<file path="config.mk">
export PLATFORM = sky130hd
export DESIGN_NAME = ics_status
export DESIGN_NICKNAME = d
export VERILOG_FILES = /design/src/hdl/ics_pkg.sv /design/src/hdl/ics_status.sv
export SDC_FILE = /design/constraint.sdc
export NUM_CORES = 1
export LEC_CHECK = 0
export BUFFER_PORTS_ARGS = -buffer_cell sky130_fd_sc_hd__buf_2
export CAP_MARGIN = 40
export CORE_MARGIN = 1
export CORE_UTILIZATION = 50
export CTS_CLUSTER_DIAMETER = 150
export DETAILED_ROUTE_END_ITERATION = 6
export GPL_ROUTABILITY_DRIVEN = 0
export PLACE_DENSITY = 0.76
export SLEW_MARGIN = 5
export SYNTH_ARGS = -nofsm -noshare
export SYNTH_HDL_FRONTEND = slang
export SYNTH_SLANG_ARGS = --single-unit
</file>
<file path="constraint.sdc">
create_clock -name clk -period 2.65 [get_ports clk]
set_input_delay 0.265 -clock clk [delete_from_list [all_inputs] [get_ports clk]]
set_output_delay 0.265 -clock clk [all_outputs]
set_load 0.05 [all_outputs]
</file>
<file path="src/hdl/ics_pkg.sv">
// Constants and types of the I/O card interrupt status logic
package ics_pkg;
  localparam logic [11:0] OFS_RISE_EN  = 12'h374;
  localparam logic [11:0] OFS_FALL_EN  = 12'h378;
  localparam logic [11:0] OFS_MAIN     = 12'h384;
  localparam logic [11:0] OFS_ERR      = 12'h388;
  localparam logic [11:0] OFS_PIN_STAT = 12'h38C;
  localparam logic [11:0] OFS_GLOBAL   = 12'h398;
  localparam int LINES          = 14;
  localparam int B_PIN_SUM      = 31;
  localparam int B_ERR_SUM      = 30;
  localparam int B_FRAME_TIMER  = 29;
  localparam int B_FRAME_TRIGGER_FLAG   = 28;
  localparam int B_ADC_B_DONE   = 25;
  localparam int B_ADC_A_DONE   = 24;
  localparam int B_DAC_B_DONE   = 17;
  localparam int B_DAC_A_DONE   = 16;
  localparam int B_IN_COUNT     = 12;
  localparam int B_IN_DMA_LO    = 8;
  localparam int B_OUT_COUNT    = 4;
  localparam int B_OUT_DMA_TERM = 0;
  localparam int B_IN_FRAME     = 27;
  localparam int B_IN_OVERRUN   = 26;
  localparam int B_QUEUE_OVF    = 25;
  localparam int B_IN_DMA_ERR   = 24;
  localparam int B_OUT_FRAME    = 19;
  localparam int B_OUT_TIMING   = 18;
  localparam int B_OUT_UNDERRUN = 17;
  localparam int B_OUT_DMA_ERR  = 16;
  localparam int B_DAC_B_ALERT  = 1;
  localparam int B_DAC_A_ALERT  = 0;
  localparam int B_ACK_MODE     = 1;
  localparam logic [31:0] MAIN_CLR_MASK = 32'h3303_1711;
  localparam logic [31:0] ERR_CLR_MASK  = 32'h0F0F_0003;
  localparam logic [31:0] REG_RESET     = 32'h0000_0000;

  typedef struct packed {
    logic       frame_timer;
    logic       frame_trigger_flag;
    logic       adc_a_conv_done;
    logic       adc_b_conv_done;
    logic       dac_a_conv_done;
    logic       dac_b_conv_done;
    logic       input_count_reached;
    logic [2:0] input_dma_term;
    logic       output_count_reached;
    logic       output_dma_term;
  } ics_main_ev_t;

  typedef struct packed {
    logic input_frame_fault;
    logic input_overrun_fault;
    logic sample_queue_overflow;
    logic input_dma_fault;
    logic output_frame_fault;
    logic output_timing_fault;
    logic output_underrun_fault;
    logic output_dma_fault;
    logic dac_a_alert_flag;
    logic dac_b_alert_flag;
  } ics_err_ev_t;

  typedef struct packed {
    logic [LINES-1:0] pin_meta;
    logic [LINES-1:0] pin_sync;
    logic [LINES-1:0] pin_prev;
    logic [LINES-1:0] rise_en;
    logic [LINES-1:0] fall_en;
    logic [LINES-1:0] pin_flags;
    logic [31:0]      main_flags;
    logic [31:0]      err_flags;
    logic             ack_by_read_select;
    logic [31:0]      rdata;
    logic             rvalid;
    logic             irq;
  } ics_state_t;
endpackage

</file>
<file path="src/hdl/ics_status.sv">
// Interrupt enable and status registers of the I/O card
`timescale 1ns/1ns
`default_nettype none
module ics_status #(
  parameter bit FULL_VARIANT = 1'b1
) (
  input  wire logic                 clk,
  input  wire logic                 resetn,
  input  wire logic                 ce,
  input  wire logic                 reg_wr,
  input  wire logic                 reg_rd,
  input  wire logic [11:0]          reg_addr,
  input  wire logic [31:0]          reg_wdata,
  output var  logic [31:0]          reg_rdata,
  output var  logic                 reg_rvalid,
  input  wire logic [13:0]          dio_pins,
  input  wire logic                 manual_mode,
  input  wire logic [31:0]          error_irq_en,
  input  wire ics_pkg::ics_main_ev_t main_ev,
  input  wire ics_pkg::ics_err_ev_t  err_ev,
  output var  logic                 irq
);

  ics_pkg::ics_state_t s;
  ics_pkg::ics_state_t next_s;
  logic [31:0] main_set;
  logic [31:0] err_set;
  logic [31:0] main_clr;
  logic [31:0] err_clr;
  logic [13:0] pin_set;
  logic [13:0] pin_clr;
  logic [13:0] fall_hit;
  logic [13:0] rise_hit;
  logic        pin_any;
  logic        err_any;
  logic [31:0] main_view;

  assign fall_hit  = s.pin_prev & ~s.pin_sync & s.fall_en;
  assign rise_hit  = ~s.pin_prev & s.pin_sync & s.rise_en;
  assign pin_any   = |s.pin_flags;
  assign err_any   = |(s.err_flags & error_irq_en);
  always_comb
  begin
    main_view = s.main_flags;
    main_view[ics_pkg::B_PIN_SUM] = pin_any;
    main_view[ics_pkg::B_ERR_SUM] = err_any;
  end

  always_comb
  begin
    main_set = '0;
    main_set[ics_pkg::B_FRAME_TIMER] = main_ev.frame_timer;
    main_set[ics_pkg::B_FRAME_TRIGGER_FLAG]  = main_ev.frame_trigger_flag;
    main_set[ics_pkg::B_ADC_A_DONE]  = manual_mode & main_ev.adc_a_conv_done;
    main_set[ics_pkg::B_ADC_B_DONE]  = FULL_VARIANT & manual_mode & main_ev.adc_b_conv_done;
    main_set[ics_pkg::B_DAC_A_DONE]  = manual_mode & main_ev.dac_a_conv_done;
    main_set[ics_pkg::B_DAC_B_DONE]  = FULL_VARIANT & manual_mode & main_ev.dac_b_conv_done;
    main_set[ics_pkg::B_IN_COUNT]    = main_ev.input_count_reached;
    main_set[ics_pkg::B_IN_DMA_LO +: 3] = main_ev.input_dma_term;
    main_set[ics_pkg::B_OUT_COUNT]   = main_ev.output_count_reached;
    main_set[ics_pkg::B_OUT_DMA_TERM] = main_ev.output_dma_term;
  end

  always_comb
  begin
    err_set = '0;
    err_set[ics_pkg::B_IN_FRAME]     = err_ev.input_frame_fault;
    err_set[ics_pkg::B_IN_OVERRUN]   = err_ev.input_overrun_fault;
    err_set[ics_pkg::B_QUEUE_OVF]    = err_ev.sample_queue_overflow;
    err_set[ics_pkg::B_IN_DMA_ERR]   = err_ev.input_dma_fault;
    err_set[ics_pkg::B_OUT_FRAME]    = err_ev.output_frame_fault;
    err_set[ics_pkg::B_OUT_TIMING]   = err_ev.output_timing_fault;
    err_set[ics_pkg::B_OUT_UNDERRUN] = err_ev.output_underrun_fault;
    err_set[ics_pkg::B_OUT_DMA_ERR]  = err_ev.output_dma_fault;
    err_set[ics_pkg::B_DAC_A_ALERT]  = err_ev.dac_a_alert_flag;
    err_set[ics_pkg::B_DAC_B_ALERT]  = FULL_VARIANT & err_ev.dac_b_alert_flag;
  end

  assign pin_set = fall_hit | rise_hit;

  // Clear masks; read clear takes every bit of the register's clear mask
  always_comb
  begin
    main_clr = '0;
    err_clr  = '0;
    pin_clr  = '0;
    if (reg_wr && !s.ack_by_read_select)
    begin
      if (reg_addr == ics_pkg::OFS_MAIN)
        main_clr = reg_wdata & ics_pkg::MAIN_CLR_MASK;
      if (reg_addr == ics_pkg::OFS_ERR)
        err_clr = reg_wdata & ics_pkg::ERR_CLR_MASK;
      if (reg_addr == ics_pkg::OFS_PIN_STAT)
        pin_clr = reg_wdata[13:0];
    end
    if (reg_rd && s.ack_by_read_select)
    begin
      if (reg_addr == ics_pkg::OFS_MAIN)
        main_clr = ics_pkg::MAIN_CLR_MASK;
      if (reg_addr == ics_pkg::OFS_ERR)
        err_clr = ics_pkg::ERR_CLR_MASK;
      if (reg_addr == ics_pkg::OFS_PIN_STAT)
        pin_clr = '1;
    end
  end

  always_comb
  begin
    next_s = s;
    // Meta stage feeds only the second stage
    next_s.pin_meta = dio_pins;
    next_s.pin_sync = s.pin_meta;
    next_s.pin_prev = s.pin_sync;
    // Set wins so an event in the clearing cycle survives
    next_s.main_flags = (s.main_flags & ~main_clr) | main_set;
    next_s.err_flags  = (s.err_flags & ~err_clr) | err_set;
    next_s.pin_flags  = (s.pin_flags & ~pin_clr) | pin_set;
    if (reg_wr)
    begin
      unique case (reg_addr)
        ics_pkg::OFS_FALL_EN: next_s.fall_en = reg_wdata[13:0];
        ics_pkg::OFS_RISE_EN: next_s.rise_en = reg_wdata[13:0];
        ics_pkg::OFS_GLOBAL:  next_s.ack_by_read_select = reg_wdata[ics_pkg::B_ACK_MODE];
        default: ;
      endcase
    end
    next_s.rvalid = reg_rd;
    next_s.rdata  = '0;
    if (reg_rd)
    begin
      unique case (reg_addr)
        ics_pkg::OFS_FALL_EN:  next_s.rdata = {18'h0_0000, s.fall_en};
        ics_pkg::OFS_RISE_EN:  next_s.rdata = {18'h0_0000, s.rise_en};
        ics_pkg::OFS_MAIN:     next_s.rdata = main_view;
        ics_pkg::OFS_ERR:      next_s.rdata = s.err_flags;
        ics_pkg::OFS_PIN_STAT: next_s.rdata = {18'h0_0000, s.pin_flags};
        ics_pkg::OFS_GLOBAL:   next_s.rdata = {30'h0000_0000, s.ack_by_read_select, 1'b0};
        default:               next_s.rdata = '0;
      endcase
    end
    // Computed from next state so the request has no extra lag
    next_s.irq = (|next_s.main_flags) | (|next_s.pin_flags)
               | (|(next_s.err_flags & error_irq_en));
  end

  always_ff @(posedge clk)
  begin
    if (!resetn)
      s <= '0;
    else if (ce)
      s <= next_s;
  end

  assign reg_rdata  = s.rdata;
  assign reg_rvalid = s.rvalid;
  assign irq        = s.irq;
endmodule // ics_status
`default_nettype wire

</file>
==> flow_summary.toml, run 1 <==
[grt]
antenna_found_initial = 1
grt_pass1_vias = 5841
track_usage_pct = 28.83
grt_pass1_wl_um = 29580
grt_overflow = 0
grt_max_degree = 74

[worst_setup_path]
cp_data_arrival_time_ns = 2.65
cp.required_ns = 2.95
crit_top_cell = "or4_1"
worstSetupEndpointType = "flip-flop"
slowest_stage = "or4_1"
path_buf_inv = 0
path_max_fanout = 5
start_kind = "flip-flop"
crit_family = "simple AND/OR/NAND/NOR gates"
slowest_delay_ns = 0.54
r2r_slack_ns = 0.31
crit_type = "flip-flop to flip-flop"
cp_cell_sequence = "or4_1 > nor3_1 > o221ai_1 > or4_1 > nor4_1 > a21oi_1"

[power_and_ir_drop]
switching_share_pct = 22.91
powerDensity_nw_per_um2 = 654.1
p_sw_mw = 1.188
pwr-share-comb_pct = 8.5
ir_drop_v = 0.0004734
internal_power_mw = 3.999
pwr-share-seq_pct = 41.3
power_frac_clock_pct = 50.1
cellLeakagePower_nw = 3.150

[logic_synthesis]
ys_seq_area_share_pct = 40.66
yosys.area.top_type = "dfxtp_1"
synth_edf_count = 0
post_synth.cell_area_avg_um2 = 8.632
syn-cell-area_um2 = 6646
yosys_warnings = 0
syn_inst = 770
ys_types = 56
synthArstFlopShare_pct = 0
yosys_most_used_dff = "dfxtp_1"
ys_ff_latch = 135
yosysTopAreaCellShare_pct = 40.66
synth_area_leaders = "dfxtp_1, nand2_1, mux2i_1"

[timing]
worst_pin_slew_ns = 0.6289
final.setup.tns_ns = 0
skew_ns = 0.005311
hold_violations = 0
max_freq_mhz = 426.5
slew_viol_final = 0
rsz0062_at_grt = "no"
fin_crit_sh_pct = 88.47
setup_viol = 0
slew_headroom_pct = 58.08
timing.hold.ws_ns = 0.09388
period_minus_slack_ns = 2.345

[cts]
numCtsBuffers = 17
clk_pin_slew_ns = 0.06
insertion_delay_ns = 0.42
ctsHoldBuffers = 0
cts_tree = "built"
cts_num_sinks = 135
cts_root_buffer = "clkbuf_16"
post_cts_buffers = 0
ctsResizeCount = 0
clock_path_buffers = 2
htree_num_levels = 4

[floorplanning]
ios = 152
core-area_um2 = 12770
start_util_pct = 52.03
die_w_um = 117.3
dieArea_um2 = 13760
fp.dieH_um = 117.3
rows = 41

[layout]
fill_cells = 1105
instances_no_fill = 1044
synthToLayoutAreaGrowth_pct = 19.31
layout-drive-gt1-share_pct = 21.70
fin_area_um2 = 7930
final_common_cell = "dfxtp_1"
regArea_um2 = 2703
nNetsFinal = 976
final_cell_mix = "dfxtp_1, nand2_1, buf_2"
multiInputGateArea_um2 = 3538

[drt]
drc = 0
wl_met2_um = 8217
first_pass_iters = 6
wire_per_inst_um = 17.88
via_per_inst = 5.868
vias = 6126
final_antenna_net_count = 0
dr_wl_met3_um = 1868
wl_met1_um = 8082
highest_layer = "met4"
drt_iter0_drc = 869
drt_wl_total_um = 18670

[job]
cap_violations = 0

[hold_path]
hold_path.class = "input port to flip-flop"

[status]
status = "finished clean"

[placement]
io_buffers = 115
dp_hpwl_um = 13170
dpl-instance-area_um2 = 7273
post-place-cells = 1011
## area by class of cell
class / instances / area share, %
Clock inverter: 12 / 2.493
Clock buffer: 20 / 5.759
Antenna cell: 1 / 0.03156
Timing Repair Buffer: 142 / 10.21
Tap cell: 172 / 2.714
Multi-Input combinational cell: 560 / 44.62
Inverter: 2 / 0.09467
Sequential cell: 135 / 34.08
## cells in the mapped netlist (2+ instances only)
library cell and n:
a22oi_1 10, a32oi_1 2, nand3b_1 24, and2_1 2, a21boi_0 46, and3_2 2
nor4_1 10, buf_2 4, mux2i_1 43, nand3_1 15, o21ai_0 48, a21oi_1 48
nand4b_1 3, nand4_1 10, and3_1 5, nor2b_1 65, nor3_2 2, dfxtp_1 135
a21boi_1 10, buf_1 6, o21ai_1 3, clkbuf_1 34, nor3_1 2, o21a_1 7
or4_1 2, nor4b_1 2, buf_4 33, nand2_1 119, o211a_1 16, nor2_1 17
a222oi_1 20
## stage by stage
step                      util [%]  total power, mW  setup WS (ns)
after global placement       56.85            2.612        0.02380
after global routing         62.06            5.363         0.2372
after CTS                    62.06            5.204         0.3636
after detailed placement     56.94            2.619         0.2870
after floorplan                  -            2.444         0.6527
final                        62.08            5.187         0.3054
## power groups by stage
stage	Combinational [mW]	Sequential (mW)	Clock, mW
after floorplan	0.273	2.17	0
final	0.443	2.14	2.60
after CTS	0.437	2.14	2.63
after detailed placement	0.435	2.18	0
after global placement	0.430	2.18	0
after global routing	0.480	2.15	2.73
## registers in the layout, indices dropped and copies added (netlist names)
name        cells
s              67
next_s         28
reg_rdata      26
main_view      12
irq             1
reg_rvalid      1
## kinds of logic after synthesis
group	synth area share [%]
flip-flops	40.66
AND/OR/NAND/NOR	23.46
buffers and inverters	6.570
AO/OA/AOI/OAI	22.78
multiplexers	6.476
other	0.05642
## path summary, 6_finish.rpt
kind | cells past startpoint | endpoint | startpoint
worst max-delay path | 6 | irq | main_view[4]
worst min-delay path | 3 | next_s[158] | dio_pins[3]
worst max register to register | 6 | irq | main_view[4]
worst min register to register | 2 | reg_rdata[30] | reg_rdata[30]
## metal layers
layer	vias up	global-route usage, %
met5	-	0
met4	0	13.00
met3	48	7.312
met2	327	44.08
met1	2828	38.26
li1	2923	-
## worst min-delay path, delay by kind of cell
family        cells  cell delay [ns]
buf+inv           1             0.07
mux               1             0.05
simple gates      1             0.09
Power figures use the tool's default switching activity.
==> inputs of run 2 (changes only) <==
Settings changed: BUFFER_PORTS_ARGS -buffer_cell sky130_fd_sc_hd__buf_2 to not set, CTS_CLUSTER_DIAMETER 150 to not set, DONT_BUFFER_PORTS set to 1, HOLD_SLACK_MARGIN set to 0.02, PLACE_DENSITY 0.76 to 0.66.
==> run 2 against run 1 <==
  * The flow now finishes with violations (design-rule violations)
  * First-iteration DRC count down 1.6%
  * Sequential power about the same
  * Largest power group is now registers
  * Critical path depth unchanged
  * Hold slack worse by 0.064 ns
  * Clock skew up 0.0017 ns
  * Global-route usage up 1.4 points
==> flow_summary.toml, run 2 (synthesis gave the netlist of run 1 again) <==
[status]
status = "finished, violations left"
violations = "design-rule violations"

[drt]
vias = 6031
final_antenna_net_count = 0
drt_wl_total_um = 19980
drt_iter0_drc = 855
drc = 6
via_per_inst = 6.269
first_pass_iters = 7
wire_per_inst_um = 20.77

[cts]
insertion_delay_ns = 0.42
post_cts_buffers = 0
htree_num_levels = 4
cts_tree = "built"
cts_num_sinks = 135
cts_root_buffer = "clkbuf_16"
clk_pin_slew_ns = 0.06
numCtsBuffers = 17
clock_path_buffers = 2

[worst_setup_path]
r2r_slack_ns = 0.27
crit_family = "simple AND/OR/NAND/NOR gates"
cp.required_ns = 2.94
path_depth = 6
crit_top_cell = "or4_1"
worstSetupEndpointType = "flip-flop"
reg2regPathDepth = 6
slowest_delay_ns = 0.54
path_max_fanout = 5
slowest_stage = "or4_1"
path_buf_inv = 0
cp_data_arrival_time_ns = 2.67
crit_type = "flip-flop to flip-flop"
cp_cell_sequence = "or4_1 > nor3_1 > o221ai_1 > or4_1 > nor4_1 > a21oi_1"
start_kind = "flip-flop"

[timing]
rsz0062_at_grt = "no"
worst_pin_slew_ns = 0.7301
skew_ns = 0.007057
setup_viol = 0
slew_viol_final = 0
timing.hold.ws_ns = 0.02958
fin_crit_sh_pct = 89.77
final.setup.tns_ns = 0
slew_headroom_pct = 51.33
max_freq_mhz = 420.4
setup_slack_ns = 0.2712
hold_violations = 0
period_minus_slack_ns = 2.379

[layout]
synthToLayoutAreaGrowth_pct = 14.57
largest_register_ffs = 67
fin_area_um2 = 7615
layout-drive-gt1-share_pct = 8.101
antennaDiodeCount = 0
instances_no_fill = 962
final_common_cell = "dfxtp_1"
fill_cells = 1094
largest_register = "s"
nNetsFinal = 896
final_cell_mix = "dfxtp_1, nand2_1, nor2b_1"

[power_and_ir_drop]
cellLeakagePower_nw = 2.753
powerDensity_nw_per_um2 = 615.8
ir_drop_v = 0.0004613

[grt]
grt_overflow = 0
grt_pass1_wl_um = 30630
track_usage_pct = 30.19
grt_pass1_vias = 5717
antenna_found_initial = 0
grt_max_degree = 133

[hold_path]
worstHoldPathCells = 2
hold_path.class = "input port to flip-flop"

[placement]
post-place-cells = 885
dpl-instance-area_um2 = 6586
place_worst_setup_slack_ns = 0.3076
dp_hpwl_um = 13010
io_buffers = 0

[floorplanning]
core-area_um2 = 12770
ios = 152
dieArea_um2 = 13760
start_util_pct = 52.03
rows = 41
die_w_um = 117.3
fp.dieH_um = 117.3

[job]
cap_violations = 0
==> run 2: worst paths after layout <==
check,start,end
worst min register to register,s[116],s[116]
worst min-delay path,ce,s[141]
worst max register to register,main_view[8],irq
worst max-delay path,main_view[8],irq
==> run 2: final cells by class <==
class	instances	area [um^2]	share of cell area, %
clock buffer	21	460.4	6.047
tap	172	215.2	2.826
inverter	2	7.507	0.09859
clock inverter	10	80.08	1.052
timing repair buffer	62	608.1	7.986
sequential	135	2703	35.49
multi-input combinational	560	3541	46.50
==> run 2: repair_timing <==
item                                   CTS  global route
endpoints found under the hold margin  134             0
hold buffers                            46             0
gates resized for setup                  0             0
==> run 2: stage by stage <==
stage | total power, mW | util [%]
after floorplan | 2.444 | -
after global placement | 2.449 | 51.56
after detailed placement | 2.457 | 51.56
after CTS | 4.715 | 59.61
after global routing | 4.850 | 59.61
final | 4.689 | 59.61
==> run 2: power by group <==
group	leakage, nW	total [mW]	internal [mW]	switching [mW]
sequential	1.10	2.16	2.09	0.0667
clock	0.268	2.16	1.32	0.845
combinational	1.39	0.371	0.185	0.186
==> run 2: layer usage <==
metal	vias up	wire length, um	GRT usage [%]
li1	2763	-	-
met3	67	2497	10.87
met4	0	657	12.41
met2	370	8669	45.69
met1	2831	8152	38.91
met5	-	0	0
